$ cat src/core/rfc_pkg.sv
// Constants and types for the reader FIFO and direct-command unit.
// Assumes a 32-bit AXI4-Lite bus with one register per aligned word.
package rfc_pkg;

	// ==========================================================
	// Register indices (byte address is four times the index)
	localparam logic [5:0] RFC_IDX_ADC_VAL = 6'h19;
	localparam logic [5:0] RFC_IDX_FIFO_STAT = 6'h1c;
	localparam logic [5:0] RFC_IDX_TX_LEN_HIGH = 6'h1d;
	localparam logic [5:0] RFC_IDX_TX_LEN_LOW = 6'h1e;
	localparam logic [5:0] RFC_IDX_FIFO_DATA = 6'h1f;
	localparam logic [5:0] RFC_IDX_CMD = 6'h20;
	localparam logic [5:0] RFC_IDX_CTRL = 6'h21;
	localparam logic [5:0] RFC_IDX_STATE = 6'h22;

	// ==========================================================
	// Field positions and reset values
	localparam int RFC_STAT_HI_BIT = 7;
	localparam int RFC_STAT_LO_BIT = 6;
	localparam int RFC_STAT_OVF_BIT = 5;
	localparam int RFC_CMD_BIT = 7;
	localparam logic [7:0] RFC_REG_RESET = 8'h00;
	localparam logic [2:0] RFC_MSEL_RESET = 3'h0;

	// ==========================================================
	// FIFO sizing and thresholds
	localparam int RFC_FIFO_DEPTH = 24;
	localparam int RFC_HI_LEVEL = 18;
	localparam int RFC_LO_LEVEL = 6;
	localparam int RFC_EARLY_START = 3;
	localparam int RFC_QUERY_BYTES = 2;

	// ==========================================================
	// Direct command codes
	localparam logic [7:0] RFC_CMD_IDLE = 8'h80;
	localparam logic [7:0] RFC_CMD_SOFT_INIT = 8'h83;
	localparam logic [7:0] RFC_CMD_HOP_MAIN = 8'h84;
	localparam logic [7:0] RFC_CMD_HOP_AUX = 8'h85;
	localparam logic [7:0] RFC_CMD_ADC = 8'h87;
	localparam logic [7:0] RFC_CMD_FIFO_RST = 8'h8f;
	localparam logic [7:0] RFC_CMD_TX_CRC = 8'h90;
	localparam logic [7:0] RFC_CMD_TX_HDR = 8'h91;
	localparam logic [7:0] RFC_CMD_TX_NOCRC = 8'h92;
	localparam logic [7:0] RFC_CMD_QUERY = 8'h98;
	localparam logic [7:0] RFC_CMD_QREP = 8'h99;
	localparam logic [7:0] RFC_CMD_REQRN = 8'h9f;

	// ==========================================================
	// Bus responses
	localparam logic [1:0] RFC_RESP_OKAY = 2'h0;
	localparam logic [1:0] RFC_RESP_SLVERR = 2'h2;

	// ==========================================================
	// Types
	typedef enum logic [1:0] {RFC_CRC_NONE, RFC_CRC_16, RFC_CRC_5} rfc_crc_e;
	typedef enum logic [1:0] {RFC_TX_IDLE, RFC_TX_ARMED, RFC_TX_RUN} rfc_tx_e;

endpackage : rfc_pkg

$ cat src/core/rfc_fifo_cmd.sv
// FIFO, transmit-length registers and direct-command decoder of the reader.
// Assumes an AXI4-Lite master on clk_in and coder, framer and ADC logic
// on the same clock; only the enable pin is asynchronous.
//
// Overview of operation
// - In reception, status bit 7 rises once 18 bytes sit in the FIFO.
// - In transmission, status bit 6 rises when six or fewer bytes remain.
// - Status bit 5 flags a write into an already full FIFO.
// - Status bits 4..0 give the count of unread FIFO bytes.
// - FIFO status is zero during power-on reset or enable low.
// - Complete-byte count is 12 bits over the two length registers.
// - First length register clears at end of transmit frame and resets.
// - Length bit 0 flags a broken last byte; bits 3..1 its bits.
// - Second length register is write-only for transmission.
// - Its read bits 4..0 show valid bits of last received byte.
// - The 24-byte FIFO sits behind one data address, used cyclically.
// - Commands carry MSB one; code 80 is idle.
// - Command 83 clears the block like power-on reset, but not the bus handshake.
// - Command 84 selects main divider, 85 auxiliary divider.
// - Command 87 starts an 8-bit conversion into the ADC register.
// - Select 001/010 route mixer levels, 011 the external input pin.
// - Command 8F clears FIFO pointers, interrupt flags, collision location.
// - Transmit starts on third payload byte or complete shorter payload.
// - 90 sends with CRC-16, 91 also expects header, 92 without CRC.
// - 98 sends Query with CRC-5 no RX CRC; 99 QueryRep without CRCs.
`timescale 1ns/1ps
module rfc_fifo_cmd #(
	parameter int DEPTH = rfc_pkg::RFC_FIFO_DEPTH
) (
	input wire logic clk_in,
	input wire logic rstn_in,
	input wire logic en_in,
	input wire logic [7:0] s_axi_awaddr_in,
	input wire logic s_axi_awvalid_in,
	output logic s_axi_awready_out,
	input wire logic [31:0] s_axi_wdata_in,
	input wire logic [3:0] s_axi_wstrb_in,
	input wire logic s_axi_wvalid_in,
	output logic s_axi_wready_out,
	output logic [1:0] s_axi_bresp_out,
	output logic s_axi_bvalid_out,
	input wire logic s_axi_bready_in,
	input wire logic [7:0] s_axi_araddr_in,
	input wire logic s_axi_arvalid_in,
	output logic s_axi_arready_out,
	output logic [31:0] s_axi_rdata_out,
	output logic [1:0] s_axi_rresp_out,
	output logic s_axi_rvalid_out,
	input wire logic s_axi_rready_in,
	output logic tx_start_out,
	output logic [7:0] tx_cmd_out,
	output rfc_pkg::rfc_crc_e tx_crc_out,
	output logic tx_header_exp_out,
	output logic rx_crc_check_out,
	output logic [11:0] tx_byte_count_out,
	output logic tx_partial_flag_out,
	output logic [2:0] tx_partial_bits_out,
	output logic [7:0] tx_data_out,
	output logic tx_data_valid_out,
	input wire logic tx_data_ready_in,
	input wire logic tx_eof_in,
	input wire logic rx_active_in,
	input wire logic [7:0] rx_data_in,
	input wire logic rx_data_valid_in,
	input wire logic rx_done_in,
	input wire logic [4:0] rx_last_bits_in,
	output logic pll_aux_sel_out,
	output logic adc_start_out,
	output logic [2:0] adc_msel_out,
	input wire logic [7:0] adc_result_in,
	input wire logic adc_done_in,
	output logic fifo_clear_out,
	output logic soft_init_out
);
	import rfc_pkg::*;

	localparam int PW = $clog2(DEPTH);
	localparam int CW = $clog2(DEPTH + 1);

	// ==========================================================
	// Enable pin synchroniser
	logic [2:0] en_s_ff;
	logic en_lvl_ff;
	logic soft_ff;
	logic clr;

	// Level accepted only once the two later stages agree
	always_ff @(posedge clk_in or negedge rstn_in) begin
		if (!rstn_in) begin
			en_s_ff <= 3'h0;
			en_lvl_ff <= 1'b0;
		end else begin
			en_s_ff <= {en_s_ff[1:0], en_in};
			if (en_s_ff[1] == en_s_ff[2]) begin
				en_lvl_ff <= en_s_ff[2];
			end
		end
	end

	// Soft init and enable low clear the block, not the bus handshake
	assign clr = soft_ff | ~en_lvl_ff;

	// ==========================================================
	// AXI4-Lite handshake registers
	logic awready_ff, wready_ff, bvalid_ff, arready_ff, rvalid_ff;
	logic aw_full_ff, w_full_ff;
	logic [5:0] aw_idx_ff;
	logic [7:0] w_byte_ff;
	logic w_lane_ff;
	logic [1:0] bresp_ff, rresp_ff;
	logic [31:0] rdata_ff;
	logic aw_take, w_take, ar_take, wr_fire, b_done, r_done;

	assign aw_take = s_axi_awvalid_in & awready_ff;
	assign w_take = s_axi_wvalid_in & wready_ff;
	assign ar_take = s_axi_arvalid_in & arready_ff;
	assign wr_fire = aw_full_ff & w_full_ff & ~bvalid_ff;
	assign b_done = bvalid_ff & s_axi_bready_in;
	assign r_done = rvalid_ff & s_axi_rready_in;

	// ==========================================================
	// Write decode
	logic wr_stat, wr_high, wr_low, wr_data, wr_cmd, wr_ctrl, wr_ro, wr_ok;
	logic push_host, cmd_go;
	logic [7:0] cmd;

	assign wr_stat = aw_idx_ff == RFC_IDX_FIFO_STAT;
	assign wr_high = aw_idx_ff == RFC_IDX_TX_LEN_HIGH;
	assign wr_low = aw_idx_ff == RFC_IDX_TX_LEN_LOW;
	assign wr_data = aw_idx_ff == RFC_IDX_FIFO_DATA;
	assign wr_cmd = aw_idx_ff == RFC_IDX_CMD;
	assign wr_ctrl = aw_idx_ff == RFC_IDX_CTRL;
	assign wr_ro = wr_stat | (aw_idx_ff == RFC_IDX_ADC_VAL) |
		(aw_idx_ff == RFC_IDX_STATE);
	assign wr_ok = wr_high | wr_low | wr_data | wr_cmd | wr_ctrl | wr_ro;
	// Writes do nothing while the block is held clear
	assign push_host = wr_fire & wr_data & w_lane_ff & ~clr;
	assign cmd = w_byte_ff;
	// Codes with the MSB low are not commands and are dropped
	assign cmd_go = wr_fire & wr_cmd & w_lane_ff & ~clr & cmd[RFC_CMD_BIT];

	// Write channel: address and data taken in either order
	always_ff @(posedge clk_in or negedge rstn_in) begin
		if (!rstn_in) begin
			awready_ff <= 1'b1;
			wready_ff <= 1'b1;
			aw_full_ff <= 1'b0;
			w_full_ff <= 1'b0;
			aw_idx_ff <= 6'h00;
			w_byte_ff <= 8'h00;
			w_lane_ff <= 1'b0;
			bvalid_ff <= 1'b0;
			bresp_ff <= RFC_RESP_OKAY;
		end else begin
			if (aw_take) begin
				awready_ff <= 1'b0;
				aw_full_ff <= 1'b1;
				aw_idx_ff <= s_axi_awaddr_in[7:2];
			end
			if (w_take) begin
				wready_ff <= 1'b0;
				w_full_ff <= 1'b1;
				w_byte_ff <= s_axi_wdata_in[7:0];
				w_lane_ff <= s_axi_wstrb_in[0];
			end
			if (wr_fire) begin
				aw_full_ff <= 1'b0;
				w_full_ff <= 1'b0;
				bvalid_ff <= 1'b1;
				bresp_ff <= wr_ok ? RFC_RESP_OKAY : RFC_RESP_SLVERR;
			end else if (b_done) begin
				bvalid_ff <= 1'b0;
				awready_ff <= 1'b1;
				wready_ff <= 1'b1;
			end
		end
	end

	// ==========================================================
	// Command decode
	logic c_soft, c_main, c_aux, c_adc, c_frst, c_txd, c_txi;

	assign c_soft = cmd_go & (cmd == RFC_CMD_SOFT_INIT);
	assign c_main = cmd_go & (cmd == RFC_CMD_HOP_MAIN);
	assign c_aux = cmd_go & (cmd == RFC_CMD_HOP_AUX);
	assign c_adc = cmd_go & (cmd == RFC_CMD_ADC);
	assign c_frst = cmd_go & (cmd == RFC_CMD_FIFO_RST);
	// Payload-carrying transmits wait for FIFO data
	assign c_txd = cmd_go & (cmd == RFC_CMD_TX_CRC || cmd == RFC_CMD_TX_HDR ||
		cmd == RFC_CMD_TX_NOCRC || cmd == RFC_CMD_QUERY);
	// Gen2 short commands carry no host payload and start at once
	assign c_txi = cmd_go & (cmd >= RFC_CMD_QREP) & (cmd <= RFC_CMD_REQRN);

	// ==========================================================
	// FIFO storage and pointers
	logic [7:0] mem_ff [DEPTH];
	logic [PW-1:0] wr_ptr_ff, rd_ptr_ff;
	logic [CW-1:0] count_ff;
	logic ovf_ff;
	logic full, empty, rx_push, push, pop_host, pop_tx, pop;
	logic rd_data_hit;
	rfc_tx_e tx_st_ff;

	assign full = count_ff == CW'(DEPTH);
	assign empty = count_ff == '0;
	// Host write wins a same-cycle clash; the framer byte is then lost
	assign rx_push = rx_data_valid_in & rx_active_in & ~push_host & ~clr;
	assign push = (push_host | rx_push) & ~full;
	assign pop_tx = (tx_st_ff == RFC_TX_RUN) & ~empty & ~clr &
		(~tx_data_valid_out | tx_data_ready_in);
	assign rd_data_hit = s_axi_araddr_in[7:2] == RFC_IDX_FIFO_DATA;
	// Coder drain has priority; a host read then returns the head unpopped
	assign pop_host = ar_take & rd_data_hit & ~empty & ~pop_tx & ~clr;
	assign pop = pop_tx | pop_host;

	// One entry per FIFO slot, written at the write pointer
	for (genvar i = 0; i < DEPTH; i++) begin : g_slot
		always_ff @(posedge clk_in or negedge rstn_in) begin
			if (!rstn_in) begin
				mem_ff[i] <= 8'h00;
			end else if (push && wr_ptr_ff == PW'(i)) begin
				mem_ff[i] <= push_host ? w_byte_ff : rx_data_in;
			end
		end
	end

	// Cyclic pointers, unread count and sticky overflow
	always_ff @(posedge clk_in or negedge rstn_in) begin
		if (!rstn_in) begin
			wr_ptr_ff <= '0;
			rd_ptr_ff <= '0;
			count_ff <= '0;
			ovf_ff <= 1'b0;
		end else if (clr || c_frst) begin
			wr_ptr_ff <= '0;
			rd_ptr_ff <= '0;
			count_ff <= '0;
			ovf_ff <= 1'b0;
		end else begin
			if (push) begin
				wr_ptr_ff <= (wr_ptr_ff == PW'(DEPTH - 1)) ? '0 : wr_ptr_ff + 1'b1;
			end
			if (pop) begin
				rd_ptr_ff <= (rd_ptr_ff == PW'(DEPTH - 1)) ? '0 : rd_ptr_ff + 1'b1;
			end
			if (push && !pop) begin
				count_ff <= count_ff + 1'b1;
			end else if (pop && !push) begin
				count_ff <= count_ff - 1'b1;
			end
			if ((push_host | rx_push) && full) begin
				ovf_ff <= 1'b1;
			end
		end
	end

	// ==========================================================
	// Length, control and converter registers
	logic [7:0] tx_high_ff, tx_low_ff, adc_val_ff;
	logic [4:0] rx_bits_ff;
	logic [2:0] msel_ff;
	logic pll_aux_ff, adc_start_ff, fifo_clr_ff;

	always_ff @(posedge clk_in or negedge rstn_in) begin
		if (!rstn_in) begin
			tx_high_ff <= RFC_REG_RESET;
			tx_low_ff <= RFC_REG_RESET;
			rx_bits_ff <= 5'h00;
			msel_ff <= RFC_MSEL_RESET;
			adc_val_ff <= RFC_REG_RESET;
			pll_aux_ff <= 1'b0;
		end else if (clr) begin
			tx_high_ff <= RFC_REG_RESET;
			tx_low_ff <= RFC_REG_RESET;
			rx_bits_ff <= 5'h00;
			msel_ff <= RFC_MSEL_RESET;
			adc_val_ff <= RFC_REG_RESET;
			pll_aux_ff <= 1'b0;
		end else begin
			// Frame end wins over a host write in the same cycle
			if (tx_eof_in) begin
				tx_high_ff <= RFC_REG_RESET;
			end else if (wr_fire && wr_high && w_lane_ff) begin
				tx_high_ff <= w_byte_ff;
			end
			if (wr_fire && wr_low && w_lane_ff) begin
				tx_low_ff <= w_byte_ff;
			end
			if (rx_done_in) begin
				rx_bits_ff <= rx_last_bits_in;
			end
			if (wr_fire && wr_ctrl && w_lane_ff) begin
				msel_ff <= w_byte_ff[2:0];
			end
			if (adc_done_in) begin
				adc_val_ff <= adc_result_in;
			end
			if (c_aux) begin
				pll_aux_ff <= 1'b1;
			end else if (c_main) begin
				pll_aux_ff <= 1'b0;
			end
		end
	end

	// Command pulses; soft init is kept out of clr so it ends itself
	always_ff @(posedge clk_in or negedge rstn_in) begin
		if (!rstn_in) begin
			soft_ff <= 1'b0;
			adc_start_ff <= 1'b0;
			fifo_clr_ff <= 1'b0;
		end else begin
			soft_ff <= c_soft;
			adc_start_ff <= c_adc;
			fifo_clr_ff <= c_frst;
		end
	end

	// ==========================================================
	// Transmit sequencer
	logic [12:0] need, loaded_ff;
	logic go_now, start;
	logic tx_start_ff, hdr_ff, rx_crc_ff, tx_valid_ff, part_flag_ff;
	logic [7:0] tx_cmd_ff, tx_data_ff;
	logic [11:0] tx_count_ff;
	logic [2:0] part_bits_ff;
	rfc_crc_e crc_ff;

	// Payload length counts a broken last byte as one more byte
	assign need = (tx_cmd_ff == RFC_CMD_QUERY) ? 13'(RFC_QUERY_BYTES) :
		{1'b0, tx_high_ff, tx_low_ff[7:4]} + 13'(tx_low_ff[0]);
	// Host relies on lengths being written before the payload
	assign go_now = (loaded_ff >= 13'(RFC_EARLY_START)) ||
		(loaded_ff >= need);
	assign start = ((tx_st_ff == RFC_TX_ARMED) & go_now) |
		((tx_st_ff == RFC_TX_IDLE) & c_txi);

	// Idle, waiting for payload, then sending until frame end
	always_ff @(posedge clk_in or negedge rstn_in) begin
		if (!rstn_in) begin
			tx_st_ff <= RFC_TX_IDLE;
			loaded_ff <= 13'h0000;
			tx_cmd_ff <= RFC_CMD_IDLE;
			crc_ff <= RFC_CRC_NONE;
			hdr_ff <= 1'b0;
			rx_crc_ff <= 1'b1;
		end else if (clr) begin
			tx_st_ff <= RFC_TX_IDLE;
			loaded_ff <= 13'h0000;
			tx_cmd_ff <= RFC_CMD_IDLE;
			crc_ff <= RFC_CRC_NONE;
			hdr_ff <= 1'b0;
			rx_crc_ff <= 1'b1;
		end else begin
			case (tx_st_ff)
				RFC_TX_IDLE: begin
					if (c_txd || c_txi) begin
						tx_st_ff <= c_txd ? RFC_TX_ARMED : RFC_TX_RUN;
						loaded_ff <= 13'h0000;
						tx_cmd_ff <= cmd;
						hdr_ff <= cmd == RFC_CMD_TX_HDR;
						rx_crc_ff <= cmd < RFC_CMD_QUERY;
						if (cmd == RFC_CMD_TX_CRC || cmd == RFC_CMD_TX_HDR) begin
							crc_ff <= RFC_CRC_16;
						end else if (cmd == RFC_CMD_QUERY) begin
							crc_ff <= RFC_CRC_5;
						end else begin
							crc_ff <= RFC_CRC_NONE;
						end
					end
				end
				RFC_TX_ARMED: begin
					if (go_now) begin
						tx_st_ff <= RFC_TX_RUN;
					end else if (push_host) begin
						loaded_ff <= loaded_ff + 13'h0001;
					end
				end
				RFC_TX_RUN: begin
					if (tx_eof_in) begin
						tx_st_ff <= RFC_TX_IDLE;
					end
				end
				default: begin
					tx_st_ff <= RFC_TX_IDLE;
				end
			endcase
		end
	end

	// Frame parameters frozen at start; partial bits masked by the flag
	always_ff @(posedge clk_in or negedge rstn_in) begin
		if (!rstn_in) begin
			tx_start_ff <= 1'b0;
			tx_count_ff <= 12'h000;
			part_flag_ff <= 1'b0;
			part_bits_ff <= 3'h0;
		end else begin
			tx_start_ff <= start & ~clr;
			if (clr) begin
				tx_count_ff <= 12'h000;
				part_flag_ff <= 1'b0;
				part_bits_ff <= 3'h0;
			end else if (start) begin
				tx_count_ff <= {tx_high_ff, tx_low_ff[7:4]};
				part_flag_ff <= tx_low_ff[0];
				part_bits_ff <= tx_low_ff[0] ? tx_low_ff[3:1] : 3'h0;
			end
		end
	end

	// Byte register toward the coder, refilled as it is consumed
	always_ff @(posedge clk_in or negedge rstn_in) begin
		if (!rstn_in) begin
			tx_valid_ff <= 1'b0;
			tx_data_ff <= 8'h00;
		end else if (clr) begin
			tx_valid_ff <= 1'b0;
		end else if (pop_tx) begin
			tx_valid_ff <= 1'b1;
			tx_data_ff <= mem_ff[rd_ptr_ff];
		end else if (tx_data_ready_in) begin
			tx_valid_ff <= 1'b0;
		end
	end

	// ==========================================================
	// Read decode and read channel
	logic [5:0] rd_idx;
	logic [7:0] stat_byte, state_byte, rd_byte;
	logic rd_ok;

	assign rd_idx = s_axi_araddr_in[7:2];
	assign stat_byte = {
		rx_active_in & (count_ff >= CW'(RFC_HI_LEVEL)),
		(tx_st_ff == RFC_TX_RUN) & (count_ff <= CW'(RFC_LO_LEVEL)),
		ovf_ff,
		5'(count_ff)};
	assign state_byte = {4'h0, tx_st_ff == RFC_TX_RUN,
		tx_st_ff == RFC_TX_ARMED, pll_aux_ff, en_lvl_ff};
	// Low length register reads back only received bit count
	assign rd_byte =
		(rd_idx == RFC_IDX_FIFO_STAT) ? stat_byte :
		(rd_idx == RFC_IDX_TX_LEN_HIGH) ? tx_high_ff :
		(rd_idx == RFC_IDX_TX_LEN_LOW) ? {3'h0, rx_bits_ff} :
		(rd_idx == RFC_IDX_FIFO_DATA) ? (empty ? 8'h00 : mem_ff[rd_ptr_ff]) :
		(rd_idx == RFC_IDX_ADC_VAL) ? adc_val_ff :
		(rd_idx == RFC_IDX_CTRL) ? {5'h00, msel_ff} :
		(rd_idx == RFC_IDX_STATE) ? state_byte : 8'h00;
	assign rd_ok = (rd_idx >= RFC_IDX_FIFO_STAT && rd_idx <= RFC_IDX_STATE) ||
		(rd_idx == RFC_IDX_ADC_VAL);

	// Data is captured at the address edge, so a FIFO read pops once
	always_ff @(posedge clk_in or negedge rstn_in) begin
		if (!rstn_in) begin
			arready_ff <= 1'b1;
			rvalid_ff <= 1'b0;
			rdata_ff <= 32'h00000000;
			rresp_ff <= RFC_RESP_OKAY;
		end else if (ar_take) begin
			arready_ff <= 1'b0;
			rvalid_ff <= 1'b1;
			rdata_ff <= {24'h000000, rd_byte};
			rresp_ff <= rd_ok ? RFC_RESP_OKAY : RFC_RESP_SLVERR;
		end else if (r_done) begin
			arready_ff <= 1'b1;
			rvalid_ff <= 1'b0;
		end
	end

	// ==========================================================
	// Outputs, all straight from flip-flops
	assign s_axi_awready_out = awready_ff;
	assign s_axi_wready_out = wready_ff;
	assign s_axi_bvalid_out = bvalid_ff;
	assign s_axi_bresp_out = bresp_ff;
	assign s_axi_arready_out = arready_ff;
	assign s_axi_rvalid_out = rvalid_ff;
	assign s_axi_rdata_out = rdata_ff;
	assign s_axi_rresp_out = rresp_ff;
	assign tx_start_out = tx_start_ff;
	assign tx_cmd_out = tx_cmd_ff;
	assign tx_crc_out = crc_ff;
	assign tx_header_exp_out = hdr_ff;
	assign rx_crc_check_out = rx_crc_ff;
	assign tx_byte_count_out = tx_count_ff;
	assign tx_partial_flag_out = part_flag_ff;
	assign tx_partial_bits_out = part_bits_ff;
	assign tx_data_out = tx_data_ff;
	assign tx_data_valid_out = tx_valid_ff;
	assign pll_aux_sel_out = pll_aux_ff;
	assign adc_start_out = adc_start_ff;
	assign adc_msel_out = msel_ff;
	assign fifo_clear_out = fifo_clr_ff;
	assign soft_init_out = soft_ff;

endmodule : rfc_fifo_cmd

$ cat config.mk
export PLATFORM = sky130hd
export DESIGN_NAME = rfc_fifo_cmd
export DESIGN_NICKNAME = d
export VERILOG_FILES = /design/src/core/rfc_pkg.sv /design/src/core/rfc_fifo_cmd.sv
export SDC_FILE = /design/constraint.sdc
export NUM_CORES = 1
export LEC_CHECK = 0
export BUFFER_PORTS_ARGS = -buffer_cell sky130_fd_sc_hd__clkbuf_2
export CORE_AREA = 2 2 168 186
export CTS_BUF_LIST = sky130_fd_sc_hd__clkbuf_4
export DETAILED_ROUTE_END_ITERATION = 8
export DIE_AREA = 0 0 170 188
export PLACE_DENSITY = 0.75
export SLEW_MARGIN = 0
export SYNTH_ARGS = -nofsm -noshare
export SYNTH_HDL_FRONTEND = slang
export SYNTH_SLANG_ARGS = --single-unit
export TNS_END_PERCENT = 10
$ cat constraint.sdc
create_clock -name clk_in -period 7.2 [get_ports clk_in]
set_clock_uncertainty 0.15 [all_clocks]
set_input_delay 0.36 -clock clk_in [delete_from_list [all_inputs] [get_ports clk_in]]
set_output_delay 0.36 -clock clk_in [all_outputs]
set_load 0.05 [all_outputs]
==> metrics.txt, run 1 <==
outcome finished clean; Max Clk Rate 226 MHz; IO buf count 115; EDFF count, synth 0; GPL Wtd Cong 0.950; Critical Path Slowest Stage Cell a31oi_1; gr usage total 27.7%; WP data required 7.64 ns; final net count 1763; largest area contributor in the netlist dfrtp_1; Chip Height 188 µm; CTS tree yes; pin count of the biggest net entering global routing 145; top cells by area, synth dfrtp_1 (50%), mux2_2 (7.0%), mux2i_1 (5.5%), mux4_2 (4.1%), a21oi_1 (3.8%); WL/cell 20.7 µm; Hold WC Path Type input port to register; CTS resizes 0; Worst Setup End Kind register; Inserted Clock Buffers 86; GRT overflow 0; Worst path max stage delay 0.92 ns; R2R depth 10; Max FO, Critical Path 16; Worst-Skew Late Latency 0.75 ns; drt via density 5.94; CP Class register to register; Hold Path Sink tx_high_ff[2]; non-filler cells in the finished layout 2101; register area share after synthesis 51.1%; Fin. Hold Viols 0; # H-tree levels 3; clock transition at the registers of the reported paths 0.06 ns; io pins 173; Root Driver clkbuf_4; Hold Slack 0.0399 ns; cells after synthesis 1463; vias in the first global route 12500; Warnings, synthesis 0; Main synth FF type dfrtp_1; worst slack at placement 2.81 ns; max cap viols 0; Residual DRC 0; ys async rst share 100%; initial antenna violation count 8; crit-path cells nor4bb_1 -> nand2_1 -> nand2_1 -> ha_1 -> a211oi_1 -> nor2_1 -> or3_1 -> a31oi_1 -> and2_1 -> o21ai_0; DRT Pass-1 Iters 5; #FFs+latches synth 333; Synth cell types 82; VDD IR max 0.109 mV; starting density of the core 54.1%; placed cells 1880; num rows 67; Slew Viols, Final 0; WHS Path Cells 3; Final Cycle Share 61.4%; setup tns final 0 ns; reg2reg setup slack 2.78 ns; critical register-to-register path endpoint tx_byte_count_out[1]; RSZ-0062 raised after global routing false; share of cells above drive strength 1 26.9%; power consumption 4.40 mW; area of the core 0.0302 mm²; WL final 43600 µm; reg2reg start tx_cmd_out[7]; Leak 8.47 nW; global-route wire length before repair 68300 µm; Clock Tree Buf Depth 3; HP Start tx_eof_in; Fillers 2352; routed via count 12500; post-DP HPWL 28500 µm; Slew HR 12.0%; kind of start point of the critical path register; final setup vio count 0; setup ws final 2.78 ns; Die X 170 µm; synth cell count leaders dfrtp_1 (328), nor2_1 (157), a21oi_1 (123), mux2_2 (101), nand2_1 (96); Mapped Avg Cell Area 11.2 µm²; Worst Path Arrival 4.86 ns; Clock Sinks 333; Tmin final 4.42 ns; CP top delay family simple AND/OR/NAND/NOR gates; Routed Antenna Nets 0; most numerous cell in the Yosys netlist dfrtp_1; crit-path most repeated cell nand2_1; power per cell area 235 mW/mm²; Worst Tran Pin Value 1.28 ns; DIE AREA 0.0320 mm²; WP buf/inv 0; Syn-to-layout area delta 14.7%; 1st-iter DRT viols 1233; Synth Cell Area 0.0163 mm²; share of the synthesized area in the top cell type 50.3%
worst reg2reg max path: stages (launching register included):
cell      delay [ns]
dfstp_2         0.54
nor4bb_1        0.48
nand2_1         0.38
nand2_1         0.15
ha_1            0.25
a211oi_1        0.21
nor2_1          0.09
or3_1           0.39
a31oi_1         0.92
and2_1          0.57
o21ai_0         0.17
cell usage in the layout, fill, tap and decap left out, types with 8 or more instances in the layout:
cell type / n
dfrtp_1: 327
nor2_1: 157
a21oi_1: 123
clkbuf_4: 123
clkbuf_2: 114
mux2_2: 101
nand2_1: 96
mux2i_1: 89
dlygate4sd3_1: 61
o21ai_0: 49
mux4_2: 30
nand3_1: 29
conb_1: 26
ha_1: 25
mux2_4: 24
inv_1: 20
a22oi_1: 20
and2_1: 18
nand2b_1: 18
nand4_1: 18
clkinv_1: 17
buf_4: 17
and3_1: 15
nor3_1: 14
nor2b_1: 11
diode_2: 10
xnor2_1: 10
nor2_2: 9
a211oi_1: 8
flip-flops by register name (all words and copies together) (netlist names), 5 cells and up:
register / cells
mem_ff: 192
loaded_ff: 13
tx_byte_count_out: 12
adc_val_ff: 8
cmd: 8
s_axi_rdata_out: 8
tx_cmd_out: 8
tx_data_out: 8
tx_high_ff: 8
tx_low_ff: 8
aw_idx_ff: 6
count_ff: 5
rd_ptr_ff: 5
rx_bits_ff: 5
wr_ptr_ff: 5
power by group:
group	switching (mW)	internal, mW	total (mW)
sequential	0.176	2.01	2.18
combinational	0.399	0.259	0.658
clock	0.776	0.787	1.56
stage by stage:
step	area [µm²]	utilization, %
6_report	18700	62.0
5_1_grt	18700	62.0
4_1_cts	18700	61.9
3_5_place_dp	17000	56.5
3_3_place_gp	17000	56.5
2_1_floorplan	16400	-
logic make-up (layout without fill, tap and decap cells):
logic type	count (synthesis)	in the layout	synth area share (%)
AO/OA/AOI/OAI	269	269	10.0
XOR/XNOR	15	15	0.805
adder cells (fa/ha/maj)	27	27	2.10
buffers and inverters	140	364	4.16
flip-flops	333	333	51.1
multiplexers	244	244	18.8
other	1	36	0.0230
AND/OR/NAND/NOR	434	434	13.0
cell type report:
| cell class | instances | area, µm² | area share, % |
|---|---|---|---|
| sequential | 333 | 8340 | 44.6 |
| multi-input combinational | 1015 | 7420 | 39.6 |
| timing repair buffer | 194 | 1340 | 7.18 |
| clock buffer | 123 | 923 | 4.93 |
| tap | 379 | 474 | 2.53 |
| clock inverter | 27 | 118 | 0.628 |
| inverter | 20 | 75.1 | 0.401 |
| antenna | 10 | 25.0 | 0.134 |
timing repair:
item,CTS,global route
hold endpoints to repair,176,0
setup buffers,0,0
hold buffers,61,0
how the worst max path moves through the flow:
| stage | start | end | depth (start not counted) |
|---|---|---|---|
| 2_1_floorplan | tx_low_ff[0] | tx_byte_count_out[11] | 16 |
| 3_3_place_gp | tx_cmd_out[7] | tx_byte_count_out[2] | 10 |
| 3_5_place_dp | tx_cmd_out[7] | tx_byte_count_out[2] | 10 |
| 4_1_cts | tx_cmd_out[7] | tx_byte_count_out[1] | 10 |
| 5_1_grt | tx_cmd_out[7] | tx_byte_count_out[11] | 10 |
| 6_report | tx_cmd_out[7] | tx_byte_count_out[1] | 10 |
routing by layer:
layer | vias up | GRT usage [%] | wire (µm)
li1 | 5617 | - | -
met3 | 127 | 5.07 | 2930
met4 | 0 | 14.1 | 1940
met5 | - | 0 | 0
met2 | 530 | 44.6 | 20900
met1 | 6204 | 36.1 | 17800
No activity file was read; power rests on OpenSTA's default activity.
==> run 2: changes to the inputs <==
==> constraint.sdc (replaced) <==
create_clock -name clk_in -period 4.65 [get_ports clk_in]
set_clock_uncertainty 0.15 [all_clocks]
set_input_delay 0.2325 -clock clk_in [delete_from_list [all_inputs] [get_ports clk_in]]
set_output_delay 0.2325 -clock clk_in [all_outputs]
set_load 0.05 [all_outputs]
==> metrics.txt, run 2 (synthesis results as in run 1) <==
Inserted Clock Buffers 86 (unchanged); Clock Tree Buf Depth 3 (unchanged); Slew Viols, Final 0 (unchanged); Die X 170 µm (unchanged); Root Driver clkbuf_4 (unchanged); GRT overflow 0 (unchanged); Slew HR 16.6% (was 12.0%); global-route wire length before repair 69900 µm (was 68300 µm); Leak 8.64 nW (was 8.47 nW); Max Clk Rate 254 MHz (was 226 MHz); vias in the first global route 12700 (was 12500); max reg flops 192 (unchanged); CP Class register to register (unchanged); CTS resizes 0 (unchanged); pin count of the biggest net entering global routing 101 (was 145); Detail Route met3 WL 3100 µm (was 2930 µm); outcome finished clean (unchanged); Final Cycle Share 84.7% (was 61.4%); Worst Tran Pin Value 1.22 ns (was 1.28 ns); Tmin final 3.94 ns (was 4.42 ns); Worst Setup End Kind register (unchanged); Hold WC Path Type input port to register (unchanged); Multi-input gate area 0.00741 mm² (was 0.00742 mm²); commonest cells after routing, fill and taps aside dfrtp_1 (327), nor2_1 (157), clkbuf_4 (131) (was dfrtp_1 (327), nor2_1 (157), a21oi_1 (123), clkbuf_4 (123), clkbuf_2 (114)); Clock Sinks 333 (unchanged); final setup vio count 0 (unchanged); setup tns final 0 ns (unchanged); WP data required 5.09 ns (was 7.64 ns); WL final 44200 µm (was 43600 µm); M1 WL 17400 µm (was 17800 µm); WL/cell 20.9 µm (was 20.7 µm); VDD IR max 0.174 mV (was 0.109 mV); Worst Path Arrival 4.37 ns (was 4.86 ns); Fillers 2349 (was 2352); IO buf count 115 (unchanged); num rows 67 (unchanged); DRT Pass-1 Iters 6 (was 5); drt via density 5.95 (was 5.94); routed via count 12600 (was 12500); Hold Slack 0.0635 ns (was 0.0399 ns); Max FO, Critical Path 16 (unchanged); Fin. Hold Viols 0 (unchanged); leading cell type in the layout, fill and taps excluded dfrtp_1 (unchanged); share of cells above drive strength 1 27.7% (was 26.9%); # H-tree levels 3 (unchanged); Routed Antenna Nets 0 (unchanged); GPL Wtd Cong 0.933 (was 0.950); Final Util 63.0% (was 62.0%); Syn-to-layout area delta 16.5% (was 14.7%); 1st-iter DRT viols 1075 (was 1233); gr usage total 28.4% (was 27.7%); area of the core 0.0302 mm² (unchanged); clock transition at the registers of the reported paths 0.07 ns (was 0.06 ns); Largest Register mem_ff (unchanged); Residual DRC 0 (unchanged); Worst-Skew Late Latency 0.74 ns (was 0.75 ns); RSZ-0062 raised after global routing false (unchanged); DIE AREA 0.0320 mm² (unchanged); final net count 1787 (was 1763); reg2reg setup slack 0.71 ns (was 2.78 ns); kind of start point of the critical path register (unchanged); max cap viols 0 (unchanged); register area 0.00834 mm² (unchanged); Chip Height 188 µm (unchanged); initial antenna violation count 6 (was 8); io pins 173 (unchanged); post-DP HPWL 29100 µm (was 28500 µm); power per cell area 369 mW/mm² (was 235 mW/mm²); starting density of the core 54.1% (unchanged); met2 wire length 21600 µm (was 20900 µm); uppermost layer routed met4 (unchanged); CTS tree yes (unchanged)
==> run 2: changes by cell type in the layout (fill, tap and decap cells not counted) <==
cell / delta
buf_12: +2
o21ai_2: -1
clkinvlp_4: -2
clkinv_4: +1
buf_4: +10
bufinv_16: +2
clkbuf_4: +8
clkinv_1: -11
o21ai_1: +1
inv_2: -1
dlygate4sd3_1: +12
diode_2: -4
==> run 2: repair_timing <==
item / CTS / global route
endpoints found under the hold margin: 236 / 0
setup buffers: 0 / 0
hold buffers: 74 / 0
==> run 2: worst max-delay path: stages (launching register included) <==
cell and delay [ns]:
dfrtp_1 0.38, ha_1 0.22, ha_1 0.19, and3_1 0.31, nand3_1 0.14, xnor2_1 0.16
nand2_1 0.07, ha_1 0.30, a211oi_1 0.24, nor2_1 0.10, or3_1 0.38, a31oi_1 0.24
buf_4 0.23, and2_1 0.49, o21ai_0 0.19
==> run 2: final cells by class <==
class                   instances  area share, %
inverters                      20          0.395
flip-flops and latches        333           43.9
clock buffers                 131           5.17
well taps                     379           2.49
repair buffers                218           8.31
clock inverters                16          0.665
multi-input cells            1015           39.0
diodes                          6         0.0790
==> run 2: report_power, final <==
part / internal [mW] / switching [mW] / total (mW)
Combinational: 0.428 / 0.643 / 1.07
Sequential: 3.11 / 0.250 / 3.36
Clock: 1.39 / 1.20 / 2.59
==> run 2: through the flow <==
step	cell area [µm²]	power (mW)	setup WS, ns	cells
final	19000	7.02	0.710	2118
after global routing	19000	7.33	0.483	2118
after CTS	19000	7.04	0.758	2112
after detailed placement	17100	4.37	0.779	1891
after global placement	17100	4.33	0.901	1891
after floorplan	16400	4.02	1.24	1488
==> run 2: path summary, 6_finish.rpt <==
path / startpoint / to / depth (start not counted)
max in group asynchronous: rstn_in / mem_ff[80] / 4
min in group asynchronous: rstn_in / loaded_ff[4] / 3
min: rx_data_in[1] / mem_ff[185] / 3
max: tx_low_ff[0] / tx_byte_count_out[2] / 14
max reg2reg: tx_low_ff[0] / tx_byte_count_out[2] / 14
min reg2reg: en_s_ff[1] / en_s_ff[2] / 0
==> run 2: per-layer routing <==
layer	up-vias	global-route usage (%)
li1	5664	-
met1	6268	35.8
met2	548	46.0
met3	126	5.55
met4	0	15.7
met5	-	0
==> run 3: changes to the inputs <==
--- a/config.mk
+++ b/config.mk
@@ -5,12 +5,13 @@
 export SDC_FILE = /design/constraint.sdc
 export NUM_CORES = 1
 export LEC_CHECK = 0
+export ABC_AREA = 1
 export BUFFER_PORTS_ARGS = -buffer_cell sky130_fd_sc_hd__clkbuf_2
-export CORE_AREA = 2 2 168 186
+export CORE_AREA = 2 2 168 187
 export CTS_BUF_LIST = sky130_fd_sc_hd__clkbuf_4
 export DETAILED_ROUTE_END_ITERATION = 8
-export DIE_AREA = 0 0 170 188
-export PLACE_DENSITY = 0.75
+export DIE_AREA = 0 0 170 189
+export PLACE_DENSITY = 0.74
 export SLEW_MARGIN = 0
 export SYNTH_ARGS = -nofsm -noshare
 export SYNTH_HDL_FRONTEND = slang
==> constraint.sdc (replaced) <==
create_clock -name clk_in -period 4 [get_ports clk_in]
set_clock_uncertainty 0.15 [all_clocks]
set_input_delay 0.2 -clock clk_in [delete_from_list [all_inputs] [get_ports clk_in]]
set_output_delay 0.2 -clock clk_in [all_outputs]
set_load 0.05 [all_outputs]
==> metrics.txt, run 3 <==
Max Clk Rate 282 MHz (was 254 MHz); vias in the first global route 14700 (was 12700); global-route wire length before repair 76400 µm (was 69900 µm); WL final 47500 µm (was 44200 µm); WP data required 4.51 ns (was 5.09 ns); Mapped Avg Cell Area 7.86 µm² (was 11.2 µm²); Leak 9.59 nW (was 8.64 nW); Final Cycle Share 88.6% (was 84.7%); Worst path max stage delay 0.37 ns (was 0.49 ns); post-synthesis compound-gate area fraction 14.6% (was 10.0%); max reg flops 192 (unchanged); drt via density 5.49 (was 5.95); multiplexer share of the synthesized area 0% (was 18.8%); VDD IR max 0.398 mV (was 0.174 mV); io pins 173 (unchanged); synth cell count leaders nand2_1 (581), dfrtp_1 (328), o21ai_0 (299), inv_1 (240), nand3_1 (146) (was dfrtp_1 (328), nor2_1 (157), a21oi_1 (123), mux2_2 (101), nand2_1 (96)); DRT Pass-1 Iters 6 (unchanged); cells after synthesis 2084 (was 1463); placed cells 2517 (was 1891); Synth Cell Area 0.0164 mm² (was 0.0163 mm²); max cap viols 0 (unchanged); IO buf count 115 (unchanged); gr usage total 30.1% (was 28.4%); power per cell area 438 mW/mm² (was 369 mW/mm²); Routed Antenna Nets 0 (unchanged); Main synth FF type dfrtp_1 (unchanged); pin count of the biggest net entering global routing 110 (was 101); CP Class register to register (unchanged); #FFs+latches synth 333 (unchanged); num rows 67 (unchanged); DIE AREA 0.0321 mm² (was 0.0320 mm²); commonest cells after routing, fill and taps aside nand2_1 (580), dfrtp_1 (326), o21ai_0 (296) (was dfrtp_1 (327), nor2_1 (157), clkbuf_4 (131)); # H-tree levels 3 (unchanged); setup tns final 0 ns (unchanged); largest family of logic cells by synthesized area simple AND/OR/NAND/NOR gates (was multiplexers); Die X 170 µm (unchanged); ys async rst share 100% (unchanged); post-CTS setup buffers 0 (unchanged); adder-cell area share of the yosys netlist 2.09% (was 2.10%); Warnings, synthesis 0 (unchanged); Inserted Clock Buffers 89 (was 86); Hold WC Path Type input port to register (unchanged); 1st-iter DRT viols 1417 (was 1075); Fillers 2639 (was 2349); register area share after synthesis 50.9% (was 51.1%); GRT overflow 0 (unchanged); Worst Setup End Kind register (unchanged); WL/cell 17.2 µm (was 20.9 µm); Residual DRC 0 (unchanged); clock transition at the registers of the reported paths 0.07 ns (about the same); Largest Register mem_ff (unchanged); simple-gate area share of the yosys netlist 22.8% (was 13.0%); Fin. Hold Viols 0 (unchanged); RSZ-0062 raised after global routing false (unchanged); Worst Tran Pin Value 0.920 ns (was 1.22 ns); Worst Path Arrival 4.06 ns (was 4.37 ns); register area 0.00834 mm² (about the same); post-DP HPWL 30200 µm (was 29100 µm); power consumption 8.43 mW (was 7.02 mW); Critical Path Slowest Stage Cell dfrtp_1 (was and2_1); Chip Height 189 µm (was 188 µm); worst slack at placement 0.235 ns (was 0.779 ns); area of the core 0.0302 mm² (unchanged); Clock Tree Buf Depth 3 (unchanged); Hold Slack 0.0437 ns (was 0.0635 ns); Synth cell types 47 (was 82); starting density of the core 54.3% (was 54.1%); Syn-to-layout area delta 17.4% (was 16.5%); most numerous cell in the Yosys netlist nand2_1 (was dfrtp_1); CTS tree yes (unchanged); EDFF count, synth 0 (unchanged); initial antenna violation count 2 (was 6); Worst-Skew Late Latency 0.77 ns (was 0.74 ns); final net count 2418 (was 1787); Multi-input gate area 0.00664 mm² (was 0.00741 mm²); Post-Synth XOR/XNOR Area 0.214% (was 0.805%); kind of start point of the critical path register (unchanged); share of the synthesized area in the top cell type 50.1% (was 50.3%); final setup vio count 0 (unchanged); CP top delay family simple AND/OR/NAND/NOR gates (unchanged); Clock Sinks 333 (unchanged); Root Driver clkbuf_4 (unchanged); share of cells above drive strength 1 14.2% (was 27.7%); routed via count 15100 (was 12600); Max FO, Critical Path 19 (was 16); GPL Wtd Cong 0.946 (was 0.933); WP buf/inv 5 (was 1); non-filler cells in the finished layout 2754 (was 2118); outcome finished clean (unchanged); leading cell type in the layout, fill and taps excluded nand2_1 (was dfrtp_1); Slew Viols, Final 0 (unchanged); largest area contributor in the netlist dfrtp_1 (unchanged); Tmin final 3.55 ns (was 3.94 ns); top cells by area, synth dfrtp_1 (50%), nand2_1 (13%), o21ai_0 (9.1%), inv_1 (5.5%), nand3_1 (4.5%) (was dfrtp_1 (50%), mux2_2 (7.0%), mux2i_1 (5.5%), mux4_2 (4.1%), a21oi_1 (3.8%)); setup ws final 0.454 ns (was 0.710 ns); Slew HR 38.2% (was 16.6%); crit-path most repeated cell nor2_1 (was ha_1)
run 3: layout make-up:
class / count / share of cell area [%]
clock buffers: 130 / 5.07
diodes: 2 / 0.0260
multi-input cells: 1405 / 34.5
repair buffers: 224 / 8.72
inverters: 252 / 4.92
well taps: 379 / 2.46
clock inverters: 29 / 0.943
flip-flops and latches: 333 / 43.4
run 3: power by group:
group	switching (mW)	internal [mW]
registers	0.209	3.62
clock network	1.45	1.63
logic	1.09	0.432
total	2.75	5.68
run 3: worst paths after layout:
path	start	to	slack, ns	cells past startpoint
worst min-delay path	s_axi_wstrb_in[0]	w_lane_ff	0.04	4
worst max register to register	tx_low_ff[4]	tx_byte_count_out[9]	0.45	26
min in group asynchronous	rstn_in	mem_ff[104]	0.29	3
worst min register to register	en_s_ff[1]	en_s_ff[2]	0.25	0
worst max-delay path	tx_low_ff[4]	tx_byte_count_out[9]	0.45	26
max in group asynchronous	rstn_in	s_axi_arready_out	2.64	4
run 3: timing repair:
action                                  4_1_cts  5_1_grt
hold endpoints to repair                    448        0
gates resized for setup                       0        5
hold buffers                                 76        0
endpoints found under the setup margin        0       31
run 3: tightest hold or removal path, cell delays in order:
cell and delay, ns:
dlygate4sd3_1 0.53, clkbuf_2 0.10, nand2_1 0.04, o21ai_0 0.06
run 3: kinds of logic (layout without fill, tap and decap cells):
kind of cell | after synthesis | in the layout
fa+ha+maj | 27 | 27
simple gates | 898 | 898
compound gates | 450 | 450
flops | 333 | 333
other cells | 1 | 28
buf+inv | 371 | 635
xor+xnor | 4 | 4
run 3: through the flow:
stage / util [%] / cell area, µm²
2_1_floorplan: - / 16500
3_3_place_gp: 57.3 / 17300
3_5_place_dp: 57.3 / 17300
4_1_cts: 63.7 / 19200
5_1_grt: 63.8 / 19200
6_report: 63.8 / 19200
run 3: per-layer routing:
metal	GRT usage, %	part of all wire [%]	vias to the layer above
met5	0	0	-
met4	13.4	4.0	0
met3	6.19	7.8	150
met2	49.9	48	726
met1	38.4	40	7119
li1	-	-	7135
